**config.mk**
```make
export PLATFORM = sky130hd
export DESIGN_NAME = hbg_gate_logic
export DESIGN_NICKNAME = d
export VERILOG_FILES = /design/src/hdl/hbg_pkg.sv /design/src/hdl/hbg_gate_logic.sv
export VERILOG_INCLUDE_DIRS = /design/src /design/src/hdl
export SDC_FILE = /design/constraint.sdc
export NUM_CORES = 1
export LEC_CHECK = 0
export BUFFER_PORTS_ARGS = -buffer_cell sky130_fd_sc_hd__buf_2
export CORE_MARGIN = 2
export CORE_UTILIZATION = 50
export CTS_BUF_LIST = sky130_fd_sc_hd__clkbuf_4
export CTS_CLUSTER_DIAMETER = 80
export DETAILED_ROUTE_END_ITERATION = 8
export PLACE_DENSITY = 0.8
export SYNTH_ARGS = -nofsm -noshare
export SYNTH_HDL_FRONTEND = slang
export SYNTH_SLANG_ARGS = --single-unit
```
**constraint.sdc**
```tcl
create_clock -name clock_in -period 2 [get_ports clock_in]
set_input_delay 0.1 -clock clock_in [delete_from_list [all_inputs] [get_ports clock_in]]
set_output_delay 0.1 -clock clock_in [all_outputs]
set_load 0.1 [all_outputs]
```
**src/hdl/hbg_defines.svh**
```systemverilog
// Offsets, field positions, reset values and timing counts of the gate logic.
`ifndef HBG_DEFINES_SVH
`define HBG_DEFINES_SVH

`define HBG_CLK_PERIOD_PS 5000
`define HBG_DEAD_NS       530
`define HBG_DEAD_CYC      ((`HBG_DEAD_NS * 1000 + `HBG_CLK_PERIOD_PS - 1) / `HBG_CLK_PERIOD_PS)
`define HBG_WIN_US        20
`define HBG_WIN_CYC       ((`HBG_WIN_US * 1000000) / `HBG_CLK_PERIOD_PS)

`define HBG_ADR_CTRL      8'h00
`define HBG_ADR_STATUS    8'h04
`define HBG_ADR_IRQ_STAT  8'h08
`define HBG_ADR_IRQ_EN    8'h0C
`define HBG_ADR_IRQ_CLR   8'h10

`define HBG_CTRL_DRIVE_EN 0
`define HBG_CTRL_RESET    1'h1

`define HBG_ST_HIGH_GATE  0
`define HBG_ST_LOW_GATE   1
`define HBG_ST_BOOT       2
`define HBG_ST_LOGIC_OK   3
`define HBG_ST_FLOAT_OK   4
`define HBG_ST_VB_HIGH    5
`define HBG_ST_WIN_OPEN   6

`define HBG_EV_LOGIC_UV   0
`define HBG_EV_FLOAT_UV   1
`define HBG_EV_STRETCH    2
`define HBG_EV_CROSS      3
`define HBG_EV_WIDTH      4

`endif

```
**src/hdl/hbg_pkg.sv**
```systemverilog
// Types shared by the half-bridge gate logic.
package hbg_pkg;

   typedef struct packed {
      logic logic_above_upper;
      logic logic_below_lower;
      logic float_above_upper;
      logic float_below_lower;
      logic vb_high;
   } hbg_sense_s;

   typedef enum logic [1:0] {
      HBG_WIN_IDLE,
      HBG_WIN_FIXED,
      HBG_WIN_RETRIG
   } hbg_win_e;

endpackage

```
**src/hdl/hbg_gate_logic.sv**
```systemverilog
// Half-bridge gate logic with deadtime, lockout, bootstrap control and Wishbone registers.
//
// Chosen here: the address map and the Wishbone slave port.
`timescale 1ns/1ps
`default_nettype none
`include "hbg_defines.svh"

module hbg_gate_logic (
   // Clock and reset.
   input  wire logic              clock_in,
   input  wire logic              nrst_in,
   // Controller commands and comparator flags.
   input  wire logic              high_side_cmd_in,
   input  wire logic              low_side_cmd_n_in,
   input  wire hbg_pkg::hbg_sense_s sense_in,
   // Gate, bootstrap, fault and interrupt outputs.
   output logic                   high_gate_out,
   output logic                   low_gate_out,
   output logic                   boot_switch_out,
   output logic                   fault_n_out,
   output logic                   irq_out,
   // Wishbone slave.
   input  wire logic              wb_cyc_in,
   input  wire logic              wb_stb_in,
   input  wire logic              wb_we_in,
   input  wire logic [7:0]        wb_adr_in,
   input  wire logic [3:0]        wb_sel_in,
   input  wire logic [31:0]       wb_dat_in,
   output logic [31:0]            wb_dat_out,
   output logic                   wb_ack_out
);

   localparam int DEAD_CYC = `HBG_DEAD_CYC;
   localparam int WIN_CYC  = `HBG_WIN_CYC;

   logic [6:0]              sync1_reg;
   logic [6:0]              sync2_reg;
   logic                    req_high;
   logic                    req_low;
   logic                    prev_req_high_reg;
   logic                    prev_req_low_reg;
   hbg_pkg::hbg_sense_s     sense_s;
   logic                    logic_ok_reg;
   logic                    float_ok_reg;
   logic                    high_gate_reg;
   logic                    low_gate_reg;
   logic [6:0]              dead_cnt_reg;
   logic                    dead_done;
   logic                    both_off;
   logic                    high_next;
   logic                    low_next;
   logic                    stretch;
   logic                    stretch_prev_reg;
   hbg_pkg::hbg_win_e       win_mode_reg;
   logic [11:0]             win_cnt_reg;
   logic                    boot_reg;
   logic                    ctrl_drive_en_reg;
   logic [`HBG_EV_WIDTH-1:0] irq_stat_reg;
   logic [`HBG_EV_WIDTH-1:0] irq_en_reg;
   logic [`HBG_EV_WIDTH-1:0] events;
   logic                    ack_reg;
   logic [31:0]             dat_reg;
   logic                    wb_req;
   logic                    wr_lane0;

   function automatic logic hit(input logic [7:0] adr, input logic [7:0] off);
      hit = (adr[7:2] == off[7:2]);
   endfunction

   // The first stage is read only by the second one.
   always_ff @(posedge clock_in) begin
      if (!nrst_in) begin
         sync1_reg <= 7'h00;
         sync2_reg <= 7'h00;
      end else begin
         sync1_reg <= {high_side_cmd_in, low_side_cmd_n_in, sense_in};
         sync2_reg <= sync1_reg;
      end
   end

   assign req_high = sync2_reg[6];
   assign req_low  = ~sync2_reg[5];
   assign sense_s  = sync2_reg[4:0];

   // Lockout hysteresis comes from the pair of threshold flags.
   always_ff @(posedge clock_in) begin
      if (!nrst_in) begin
         logic_ok_reg <= 1'b0;
         float_ok_reg <= 1'b0;
      end else begin
         if (sense_s.logic_below_lower) begin
            logic_ok_reg <= 1'b0;
         end else if (sense_s.logic_above_upper) begin
            logic_ok_reg <= 1'b1;
         end
         if (sense_s.float_below_lower) begin
            float_ok_reg <= 1'b0;
         end else if (sense_s.float_above_upper) begin
            float_ok_reg <= 1'b1;
         end
      end
   end

   assign both_off  = !high_gate_reg && !low_gate_reg;
   assign dead_done = (dead_cnt_reg >= 7'(DEAD_CYC));

   // Counter runs while both gates are off and saturates, so a long external gap
   // has already expired it when the next command arrives.
   always_ff @(posedge clock_in) begin
      if (!nrst_in) begin
         dead_cnt_reg <= 7'(DEAD_CYC);
      end else if (!both_off) begin
         dead_cnt_reg <= 7'h00;
      end else if (!dead_done) begin
         dead_cnt_reg <= dead_cnt_reg + 7'h01;
      end
   end

   // Turn-off and turn-on both resolve in this single stage, which keeps
   // the four paths of equal latency.
   always_comb begin
      high_next = 1'b0;
      low_next  = 1'b0;
      stretch   = 1'b0;
      if (ctrl_drive_en_reg && logic_ok_reg && !(req_high && req_low)) begin
         if (req_high && float_ok_reg) begin
            high_next = high_gate_reg || (both_off && dead_done);
            stretch   = both_off && !dead_done;
         end
         if (req_low) begin
            low_next = low_gate_reg || (both_off && dead_done);
            stretch  = both_off && !dead_done;
         end
      end
   end

   always_ff @(posedge clock_in) begin
      if (!nrst_in) begin
         high_gate_reg     <= 1'b0;
         low_gate_reg      <= 1'b0;
         prev_req_high_reg <= 1'b0;
         prev_req_low_reg  <= 1'b0;
         stretch_prev_reg  <= 1'b0;
      end else begin
         high_gate_reg     <= high_next;
         low_gate_reg      <= low_next;
         prev_req_high_reg <= req_high;
         prev_req_low_reg  <= req_low;
         stretch_prev_reg  <= stretch;
      end
   end

   // Charge window after a command release leaves the bridge in tri-state.
   always_ff @(posedge clock_in) begin
      if (!nrst_in) begin
         win_mode_reg <= hbg_pkg::HBG_WIN_IDLE;
         win_cnt_reg  <= 12'h000;
      end else if (prev_req_low_reg && !req_low && !req_high) begin
         win_mode_reg <= hbg_pkg::HBG_WIN_FIXED;
         win_cnt_reg  <= 12'h000;
      end else if (prev_req_high_reg && !req_high && !req_low) begin
         win_mode_reg <= hbg_pkg::HBG_WIN_RETRIG;
         win_cnt_reg  <= 12'h000;
      end else begin
         case (win_mode_reg)
            hbg_pkg::HBG_WIN_FIXED,
            hbg_pkg::HBG_WIN_RETRIG: begin
               if (!both_off) begin
                  win_mode_reg <= hbg_pkg::HBG_WIN_IDLE;
               end else if (win_mode_reg == hbg_pkg::HBG_WIN_RETRIG && sense_s.vb_high) begin
                  win_cnt_reg <= 12'h000;
               end else if (win_cnt_reg == 12'(WIN_CYC - 1)) begin
                  win_mode_reg <= hbg_pkg::HBG_WIN_IDLE;
               end else begin
                  win_cnt_reg <= win_cnt_reg + 12'h001;
               end
            end
            default: begin
               win_cnt_reg <= 12'h000;
            end
         endcase
      end
   end

   // Bootstrap switch: off conditions win, and high_next opens it on the edge the high gate closes.
   always_ff @(posedge clock_in) begin
      if (!nrst_in) begin
         boot_reg <= 1'b0;
      end else if (high_gate_reg || high_next || sense_s.vb_high) begin
         boot_reg <= 1'b0;
      end else if (low_gate_reg) begin
         boot_reg <= 1'b1;
      end else if (win_mode_reg != hbg_pkg::HBG_WIN_IDLE && both_off) begin
         boot_reg <= 1'b1;
      end
   end

   assign high_gate_out   = high_gate_reg;
   assign low_gate_out    = low_gate_reg;
   assign boot_switch_out = boot_reg;
   assign fault_n_out     = logic_ok_reg;

   // Sticky events; a new event wins over a clear in the same cycle.
   assign events[`HBG_EV_LOGIC_UV] = sense_s.logic_below_lower && logic_ok_reg;
   assign events[`HBG_EV_FLOAT_UV] = sense_s.float_below_lower && float_ok_reg;
   assign events[`HBG_EV_STRETCH]  = stretch && !stretch_prev_reg;
   assign events[`HBG_EV_CROSS]    = req_high && req_low;

   assign wb_req   = wb_cyc_in && wb_stb_in && !ack_reg;
   assign wr_lane0 = wb_req && wb_we_in && wb_sel_in[0];

   always_ff @(posedge clock_in) begin
      if (!nrst_in) begin
         irq_stat_reg <= '0;
      end else if (wr_lane0 && hit(wb_adr_in, `HBG_ADR_IRQ_CLR)) begin
         irq_stat_reg <= (irq_stat_reg & ~wb_dat_in[`HBG_EV_WIDTH-1:0]) | events;
      end else begin
         irq_stat_reg <= irq_stat_reg | events;
      end
   end

   always_ff @(posedge clock_in) begin
      if (!nrst_in) begin
         ctrl_drive_en_reg <= `HBG_CTRL_RESET;
         irq_en_reg        <= '0;
      end else if (wr_lane0) begin
         if (hit(wb_adr_in, `HBG_ADR_CTRL)) begin
            ctrl_drive_en_reg <= wb_dat_in[`HBG_CTRL_DRIVE_EN];
         end
         if (hit(wb_adr_in, `HBG_ADR_IRQ_EN)) begin
            irq_en_reg <= wb_dat_in[`HBG_EV_WIDTH-1:0];
         end
      end
   end

   assign irq_out = |(irq_stat_reg & irq_en_reg);

   // One-wait-state answer; unmapped addresses are acknowledged and read zero.
   always_ff @(posedge clock_in) begin
      if (!nrst_in) begin
         ack_reg <= 1'b0;
         dat_reg <= 32'h0000_0000;
      end else begin
         ack_reg <= wb_req;
         dat_reg <= 32'h0000_0000;
         if (wb_req && !wb_we_in) begin
            if (hit(wb_adr_in, `HBG_ADR_CTRL)) begin
               dat_reg[`HBG_CTRL_DRIVE_EN] <= ctrl_drive_en_reg;
            end
            if (hit(wb_adr_in, `HBG_ADR_STATUS)) begin
               dat_reg[`HBG_ST_HIGH_GATE] <= high_gate_reg;
               dat_reg[`HBG_ST_LOW_GATE]  <= low_gate_reg;
               dat_reg[`HBG_ST_BOOT]      <= boot_reg;
               dat_reg[`HBG_ST_LOGIC_OK]  <= logic_ok_reg;
               dat_reg[`HBG_ST_FLOAT_OK]  <= float_ok_reg;
               dat_reg[`HBG_ST_VB_HIGH]   <= sense_s.vb_high;
               dat_reg[`HBG_ST_WIN_OPEN]  <= (win_mode_reg != hbg_pkg::HBG_WIN_IDLE);
            end
            if (hit(wb_adr_in, `HBG_ADR_IRQ_STAT)) begin
               dat_reg[`HBG_EV_WIDTH-1:0] <= irq_stat_reg;
            end
            if (hit(wb_adr_in, `HBG_ADR_IRQ_EN)) begin
               dat_reg[`HBG_EV_WIDTH-1:0] <= irq_en_reg;
            end
         end
      end
   end

   assign wb_ack_out = ack_reg;
   assign wb_dat_out = dat_reg;
endmodule
`default_nettype wire

```
==> metrics.txt, run 1 <==
status finished clean; CP Launch Type flop; Synthesis Warnings 0; Initial DRC Count 130; Die X 77.8 um; top cell type's share of synthesized area approximately 44%; Yosys cell types 52; fin util between 60% and 70%; sequential power share a little over half; Slowest cell on crit path or3_1; PD cells 755 nW/um2; post-cts resize count 0; max reg flops 12; commonest non-fill, non-tap cell in the layout dfxtp_1; Synth area leaders dfxtp_1, buf_4, and2_1; Pins Over Slew Limit 0; largest area contributor in the netlist dfxtp_1; ys flop type dfxtp_1; maxcap violations 0; Static Leak 1.28 nW; commonest cells after routing, fill and taps aside dfxtp_1, buf_2, conb_1; Port Buffers 35; NetSw 0.810 mW; Hold WC Path Type in2reg; Setup Buffers After CTS 0; min-delay src wb_adr_in[2]; total die area slightly above 6000 um2; setup violators final 0; clock network fraction of total power approximately a third; initial antenna violation count 0; clock buffer count from CTS 9; post-synthesis cell count roughly 300; number of flops mapped to enable cells by yosys 0; NumNets Final between 400 and 500; critical path data arrival time between 2 and 2.5 ns; worst relative slew slack 60.1%; die span in y between 70 and 80 um; combinational group share of total power around 16%; Initial Util a little over half; Overflow after GRT 0; Hold Vio Cnt, Final 0; final wirelength between 5 and 6 mm; Tcrit/Tclk final between 80% and 90%; vias 2,224; Critical Path RT 2.32 ns; core area just over 5000 um2; fraction of layout cells with a size suffix above 1 21.7%; Vias/cell about 5.2; fmax around 560 MHz; synthesis-stage register bit count 60; synthesized cell area ~2700 um2; Root Buffer Master clkbuf_4; crit path max fanout 7; Setup Skew a little over 0.008 ns; fin crit period between 1.5 and 2 ns; total negative slack 0 ns; CTS max path bufs 2; Antenna Nets Post-Route 0; Crit path largest cell delay ~0.47 ns; Fillers 465; vias in the first global route between 1,500 and 2,000; Clk pin slew, worst setup/hold paths ~0.11 ns; Critical Path Start wb_ack_out; final cell count without fillers approximately 430; crit-path cells nand3b_1, or2_2, or3_1, nor4bb_4; global-route wire length before repair ~9 mm; P_int 1.56 mW; RSZ-0062 raised after global routing no; R2R Path Start wb_ack_out; IO Pins 94; Residual DRC 0; wire per inst ~13 um; Area Growth Syn to Fin 15.4%; syn_area_per_cell 9.23 um2; first-pass iteration count of the detailed router 5; clk_lat worst skew 0.41 ns; WS Path Type reg2reg; Slew @ Worst Pin 0.590 ns; H-tree Lvls 3; Net Sw Frac around a third; CTS tree yes; ant diodes 0; Placed Cells incl. Taps 397; clk sinks 60; num rows 26; fraction of registers with async set/reset 0%; sequential fraction of the synthesis area 44.1%; largest net degree at the start of global routing 26; gpl congestion ~0.87; Total GRT Usage 18.8%; VDD IR max about 0.45 mV; CP Capture Type flop; dpl hpwl around 3.8 mm
## metrics by stage
step	hold slack, ns	power [mW]	instance area, um2	setup slack (ns)
after detailed placement	0.308	1.63	2900	0.227
after floorplan	0.201	1.62	2820	0.128
after global placement	0.307	1.63	2900	0.271
after global routing	0.0333	2.48	3140	0.113
final	0.0278	2.37	3140	0.204
after CTS	0.0135	2.39	3140	0.197
## worst max-delay path, delay by kind of cell, from the launching register on
kind,cells,cell delay [ns]
flops,1,0.33
simple gates,4,1.38
## power by group through the flow
stage	Clock, mW	Sequential [mW]	Combinational, mW
2_1_floorplan	0	1.29	0.327
3_3_place_gp	0	1.27	0.357
3_5_place_dp	0	1.27	0.362
4_1_cts	0.761	1.24	0.380
5_1_grt	0.830	1.25	0.402
6_report	0.747	1.24	0.382
## routing by layer
metal | wire length (um) | global-route usage (%)
met1 | 2350 | 22.8
met2 | 2620 | 30.9
met3 | 277 | 4.30
met4 | 116 | 10.2
met5 | 0 | 0
## logic make-up after synthesis
logic type	Yosys count	share of synthesized area, %
buffers and inverters	42	9.56
and+or+nand+nor	120	27.1
muxes	4	1.61
DFF	60	44.1
other	1	0.138
adders and majority gates	5	2.30
AOI/OAI and AO/OA	56	13.0
xor gates and xnor gates	7	2.25
## synthesized netlist by cell type (all sizes together) (4+ instances only)
cell type  number
dfxtp          60
buf            28
nand2          20
nor2           19
and2           18
o21ai          17
a21oi          13
nand3          10
inv             8
or3             7
and3            6
clkbuf          6
nor4            6
a22oi           5
ha              5
nor3            4
o31ai           4
or2             4
or4             4
xor2            4
## final timing paths
kind / cells after the start / slack (ns) / to
worst max register to register: 4 / 0.20 / wb_dat_out[4]
worst max-delay path: 4 / 0.20 / wb_dat_out[4]
worst min-delay path: 2 / 0.03 / wb_dat_out[0]
worst min register to register: 1 / 0.44 / float_ok_reg
## timing repair
action	in CTS	in global routing
endpoints found under the setup margin	0	0
hold buffers	12	0
hold endpoints to repair	18	0
## cell type report
class | count | area (um2) | area share [%]
multi-input combinational | 217 | 1350 | 43.0
sequential | 60 | 1200 | 38.4
timing repair buffer | 54 | 348 | 11.1
tap | 70 | 87.6 | 2.79
clock buffer | 9 | 67.6 | 2.15
clock inverter | 7 | 52.6 | 1.67
inverter | 8 | 30.0 | 0.956
(Power assumes the default switching activity.)
==> inputs of run 2 (changes only) <==
--- a/config.mk
+++ b/config.mk
@@ -6,13 +6,15 @@
 export SDC_FILE = /design/constraint.sdc
 export NUM_CORES = 1
 export LEC_CHECK = 0
+export ABC_AREA = 1
 export BUFFER_PORTS_ARGS = -buffer_cell sky130_fd_sc_hd__buf_2
 export CORE_MARGIN = 2
 export CORE_UTILIZATION = 50
 export CTS_BUF_LIST = sky130_fd_sc_hd__clkbuf_4
 export CTS_CLUSTER_DIAMETER = 80
 export DETAILED_ROUTE_END_ITERATION = 8
-export PLACE_DENSITY = 0.8
+export PLACE_DENSITY = 0.79
+export SETUP_SLACK_MARGIN = 0.1
 export SYNTH_ARGS = -nofsm -noshare
 export SYNTH_HDL_FRONTEND = slang
 export SYNTH_SLANG_ARGS = --single-unit
==> run 2 against run 1 <==
  * Clock power grew 15%
  * Sequential share of layout area shrank 1.5 points
  * Sequential cell count is the same
  * Global-route usage is essentially flat
  * Wire length grew 0.95%
  * Highest routed layer unchanged
  * Count of clock-buffer cells in the layout is the same
  * Critical path depth shrank 1
  * Final cell count grew 22%
  * Non-clock buffer count shrank 8
  * Setup slack gained 0.27 ns
  * Utilization shrank 1.6 points
  * Largest cell class unchanged
==> metrics.txt, run 2 <==
IO Pins 94 (unchanged); Total GRT Usage 18.9% (was 18.8%); total negative slack 0 ns (unchanged); status finished clean (unchanged); WS Path Type reg2out (was reg2reg); Synth area leaders dfxtp_1, nand2_1, inv_1 (was dfxtp_1, buf_4, and2_1); ys flop type dfxtp_1 (unchanged); Tcrit/Tclk final 76.3% (was 89.8%); ant diodes 0 (unchanged); num rows 27 (was 26); commonest non-fill, non-tap cell in the layout nand2_1 (was dfxtp_1); dpl hpwl 3.90 mm (was 3.77 mm); vias in the first global route 2,232 (was 1,993); fmax 655 MHz (was 557 MHz); post-cts resize count 0 (unchanged); Fillers 482 (was 465); syn_area_per_cell 7.33 um2 (was 9.23 um2); NumNets Final 502 (was 411); top cell type's share of synthesized area 42.1% (was 44.1%); Hold Vio Cnt, Final 0 (unchanged); fraction of layout cells with a size suffix above 1 17.0% (was 21.7%); VDD IR max 0.420 mV (was 0.450 mV); crit path max fanout 2 (was 7); Initial Util 51.8% (was 52.6%); RSZ-0062 raised after global routing no (unchanged); top-count cell post-synth nand2_1 (was dfxtp_1); final wirelength 5.41 mm (was 5.36 mm); Yosys cell types 36 (was 52); Port Buffers 35 (unchanged); wire per inst 10.4 um (was 12.6 um); Vias/cell 4.68 (was 5.23); Synthesis Warnings 0 (unchanged); critical path data arrival time 1.43 ns (was 2.12 ns); Root Buffer Master clkbuf_4 (unchanged); Die X 79.5 um (was 77.8 um); Overflow after GRT 0 (unchanged); Placed Cells incl. Taps 492 (was 397); Area Growth Syn to Fin 14.3% (was 15.4%); CTS tree yes (unchanged); CP Capture Type primary output (was flop); clock buffer count from CTS 9 (unchanged); PD cells 763 nW/um2 (was 755 nW/um2); Storage cell area 1200 um2 (about the same); Hold WC Path Type in2reg (unchanged); maxcap violations 0 (unchanged); CP Launch Type flop (unchanged); vias 2,425 (was 2,224); synthesis-stage register bit count 60 (unchanged); post-synthesis cell count 389 (was 295); number of flops mapped to enable cells by yosys 0 (unchanged); fraction of registers with async set/reset 0% (unchanged); global-route wire length before repair 9.36 mm (was 8.95 mm); Setup Skew 0.0159 ns (was 0.00830 ns); die span in y 79.5 um (was 77.8 um); Initial DRC Count 179 (was 130); gpl congestion 0.855 (was 0.870); first-pass iteration count of the detailed router 4 (was 5); final cell count without fillers 518 (was 425); largest area contributor in the netlist dfxtp_1 (unchanged); Pins Over Slew Limit 0 (unchanged); CTS max path bufs 2 (unchanged); Static Leak 1.60 nW (was 1.28 nW); area of the multi-input gates 1290 um2 (was 1350 um2); initial antenna violation count 0 (unchanged); fin crit period 1.53 ns (was 1.80 ns); Clk pin slew, worst setup/hold paths 0.12 ns (was 0.11 ns); synth cell count leaders nand2_1, inv_1, dfxtp_1 (was dfxtp_1, buf_4, nand2_1); worst hold margin 0.0287 ns (was 0.0278 ns); Critical Path RT 1.90 ns (was 2.32 ns); sequential fraction of the synthesis area 42.1% (was 44.1%); H-tree Lvls 3 (unchanged); synthesized cell area 2850 um2 (was 2720 um2); Residual DRC 0 (unchanged); Setup Buffers After CTS 0 (unchanged); commonest cells after routing, fill and taps aside nand2_1, inv_1, dfxtp_1 (was dfxtp_1, buf_2, conb_1); core area 5510 um2 (was 5170 um2); setup violators final 0 (unchanged); largest net degree at the start of global routing 22 (was 26); max reg flops 12 (unchanged); clk sinks 60 (unchanged); clk_lat worst skew 0.39 ns (was 0.41 ns); total power draw 2.48 mW (was 2.37 mW); total die area 6320 um2 (was 6050 um2); Antenna Nets Post-Route 0 (unchanged)
==> run 2: changes by cell type after synthesis, sizes merged, moves of 13 or more <==
cell / delta
and2: -18
nand3: +13
nor2: +28
nand2: +72
inv: +57
==> run 2: cells by family (layout without fill, tap and decap cells) <==
family                     count (synthesis)  count (layout)  synth area share, %
and+or+nand+nor                          187             187                 31.5
buffers and inverters                     94             127                 16.0
DFF                                       60              60                 42.1
AOI/OAI and AO/OA                         41              41                 7.77
adders and majority gates                  5               5                 2.19
other                                      1              25                0.132
xor gates and xnor gates                   1               1                0.307
==> run 2: path summary, 6_finish.rpt <==
kind / cells after the start / slack (ns) / from / end
max: 3 / 0.47 / irq_en_reg[0] / irq_out
min: 3 / 0.03 / wb_dat_in[2] / irq_stat_reg[2]
max reg2reg: 10 / 0.48 / win_cnt_reg[0] / win_cnt_reg[7]
min reg2reg: 1 / 0.41 / stretch_prev_reg / irq_stat_reg[2]
==> run 2: layout make-up <==
type | instances | area share, %
Inverter | 65 | 7.65
Multi-Input combinational cell | 259 | 39.6
Clock buffer | 9 | 2.07
Tap cell | 72 | 2.77
Sequential cell | 60 | 36.9
Timing Repair Buffer | 46 | 8.68
Clock inverter | 7 | 2.34
==> run 2: power breakdown <==
part           total [mW]  leakage (nW)  switching [mW]  internal, mW
clock               0.857        0.0725           0.471         0.386
combinational       0.382          1.04           0.317        0.0647
sequential           1.25         0.488          0.0215          1.22
==> run 2: routing by layer <==
layer | up-vias | global-route usage [%] | share of wire, %
li1 | 1274 | - | -
met1 | 1074 | 22.8 | 44
met2 | 66 | 30.6 | 49
met3 | 11 | 4.98 | 5.2
met4 | 0 | 9.83 | 2.0
met5 | - | 0 | 0
==> run 2: what timing repair did <==
item,4_1_cts,5_1_grt
endpoints found under the hold margin,12,0
hold buffers,10,0
endpoints found under the setup margin,0,0
==> run 2: worst max-delay path, cell delays in order, from the launching register on <==
cell and delay [ns]:
dfxtp_1 0.35, inv_1 0.06, o2111ai_2 0.17, buf_2 0.45
==> run 2: per-stage QoR <==
| stage | instance area (um2) | setup slack (ns) | utilization [%] |
|---|---|---|---|
| floorplan | 2950 | 0.224 | - |
| global placement | 3010 | 0.522 | 54.7 |
| detailed placement | 3010 | 0.487 | 54.7 |
| CTS | 3260 | 0.454 | 59.1 |
| global route | 3260 | 0.311 | 59.1 |
| finish | 3260 | 0.474 | 59.1 |
==> inputs of run 3 (changes only) <==
==> constraint.sdc (replaced) <==
create_clock -name clock_in -period 1.6 [get_ports clock_in]
set_input_delay 0.08 -clock clock_in [delete_from_list [all_inputs] [get_ports clock_in]]
set_output_delay 0.08 -clock clock_in [all_outputs]
set_load 0.1 [all_outputs]
==> run 3 against run 2 <==
  * Global-route usage is 0.79 points higher
  * Via count rose by 2.7%
  * Wire length grew 4.1%
  * Combinational power increased by 31%
  * First-iteration DRC count is 6.7% lower
  * Critical endpoint is now dead_cnt_reg[2]
  * Largest cell class unchanged
  * Highest routed layer unchanged
==> metrics.txt, run 3 (synthesis gave the netlist of run 2 again) <==
Fillers 470 (was 482); num rows 27 (unchanged); commonest non-fill, non-tap cell in the layout nand2_1 (unchanged); clk sinks 60 (unchanged); die span in y 79.5 um (unchanged); total power draw 3.13 mW (was 2.48 mW); post-layout worst setup margin 0.184 ns (was 0.474 ns); CP top delay family simple AND/OR/NAND/NOR gates (was buffers and inverters); critical path data arrival time 1.72 ns (was 1.43 ns); Worst path most repeated cell nand2_1; gpl congestion 0.908 (was 0.855); WS Path Type reg2reg (was reg2out); PD cells 912 nW/um2 (was 763 nW/um2); fmax 706 MHz; Antenna Nets Post-Route 0 (unchanged); crit-path cells inv_1, ha_1, o21ai_0, nand2_1, nand2_4, nand2_1, xor2_1, nor2_1 (was inv_1, o2111ai_2, buf_2); Hold WC Path Type in2reg (unchanged); final instance area 3440 um2 (was 3260 um2); global-route wire length before repair 9.71 mm (was 9.36 mm); Setup Skew 0.0101 ns (was 0.0159 ns); largest net degree at the start of global routing 17 (was 22); Initial Util 51.8% (unchanged); NumNets Final 516 (was 502); clock buffer count from CTS 9 (unchanged); pre-CTS WS 0.0940 ns (was 0.487 ns); VDD IR max 0.475 mV (was 0.420 mV); first-pass iteration count of the detailed router 5 (was 4); total die area 6320 um2 (unchanged); dpl hpwl 3.89 mm (was 3.90 mm); fraction of layout cells with a size suffix above 1 21.7% (was 17.0%); commonest cells after routing, fill and taps aside nand2_1, inv_1, dfxtp_1 (unchanged); Vias/cell 4.68 (about the same); Crit path largest cell delay 0.37 ns (was 0.45 ns); Initial DRC Count 167 (was 179); CTS max path bufs 2 (unchanged); core area 5510 um2 (unchanged); Overflow after GRT 0 (unchanged); fin util 62.4% (was 59.1%); Hold Vio Cnt, Final 0 (unchanged); clk_lat worst skew 0.41 ns (was 0.39 ns); CP Capture Type flop (was primary output); RSZ-0062 raised after global routing no (unchanged); maxcap violations 0 (unchanged); CTS tree yes (unchanged); Clk pin slew, worst setup/hold paths 0.11 ns (was 0.12 ns); total negative slack 0 ns (unchanged); Port Buffers 35 (unchanged); Residual DRC 0 (unchanged); final wirelength 5.64 mm (was 5.41 mm); ant diodes 0 (unchanged); status finished clean (unchanged); vias in the first global route 2,320 (was 2,232); CP Buf/Inv Count 1 (was 2); Die X 79.5 um (unchanged); H-tree Lvls 3 (unchanged); setup violators final 0 (unchanged); Tcrit/Tclk final about 90%; Post-Place Cell Area 3040 um2 (was 3010 um2); fin crit period 1.42 ns; vias 2,490 (was 2,425); IO Pins 94 (unchanged); Area Growth Syn to Fin 20.6% (was 14.3%); max reg flops 12 (unchanged); Total GRT Usage 19.6% (was 18.9%); Placed Cells incl. Taps 495 (was 492); Static Leak 1.68 nW (was 1.60 nW); crit path max fanout 9 (was 2); CP Launch Type flop (unchanged); initial antenna violation count 0 (unchanged); Root Buffer Master clkbuf_4 (unchanged); final cell count without fillers 532 (was 518); Critical Path RT 1.91 ns (was 1.90 ns); wire per inst 10.6 um (was 10.4 um); Pins Over Slew Limit 0 (unchanged); Slowest cell on crit path dfxtp_2 (was buf_2); worst hold margin 0.0332 ns (was 0.0287 ns)
## run 3: changes by cell type in the layout (fill, tap and decap cells not counted), moves of 2 or more
cell / change
nand2_2: -2
inv_2: +2
dlygate4sd3_1: +5
dfxtp_1: -9
ha_1: -2
nand2_4: +4
inv_1: -2
dfxtp_2: +8
buf_4: +8
## run 3: metal layers
| metal | vias to the layer above | GRT usage, % | share of wire, % | wire, um |
|---|---|---|---|---|
| met1 | 1102 | 23.2 | 44 | 2500 |
| met2 | 69 | 31.7 | 48 | 2700 |
| met5 | - | 0 | 0 | 0 |
| met4 | 0 | 11.2 | 1.9 | 108 |
| li1 | 1310 | - | - | - |
| met3 | 9 | 5.66 | 5.7 | 324 |
## run 3: repair_timing
item,CTS,global route
pin swaps,4,7
hold buffers,14,1
endpoints found under the hold margin,17,1
buffers inserted,0,5
cloned,1,0
resized for setup,7,12
setup endpoints to repair,6,22
## run 3: layout make-up
type / count / area (um2) / share of cell area [%]
clock inverter: 7 / 76.3 / 2.22
tap: 72 / 90.1 / 2.62
sequential: 60 / 1210 / 35.3
clock buffer: 9 / 67.6 / 1.97
timing repair buffer: 59 / 399 / 11.6
multi-input combinational: 260 / 1340 / 39.0
inverter: 65 / 249 / 7.24
## run 3: worst paths after layout
check | startpoint | to | slack [ns] | depth (start not counted)
max reg2reg | dead_cnt_reg[0] | dead_cnt_reg[2] | 0.18 | 8
min | nrst_in | sync2_reg[3] | 0.03 | 3
max | dead_cnt_reg[0] | dead_cnt_reg[2] | 0.18 | 8
min reg2reg | sync1_reg[5] | sync2_reg[5] | 0.42 | 2
## run 3: tightest hold or removal path, cell delays in order
cell and delay, ns:
buf_2 0.20, nand2_1 0.09, inv_1 0.03
## run 3: report_power, final
| group | leakage [nW] | switching, mW | internal, mW |
|---|---|---|---|
| Sequential | 0.493 | 0.0276 | 1.53 |
| Combinational | 1.12 | 0.403 | 0.0985 |
| Clock | 0.0725 | 0.594 | 0.482 |
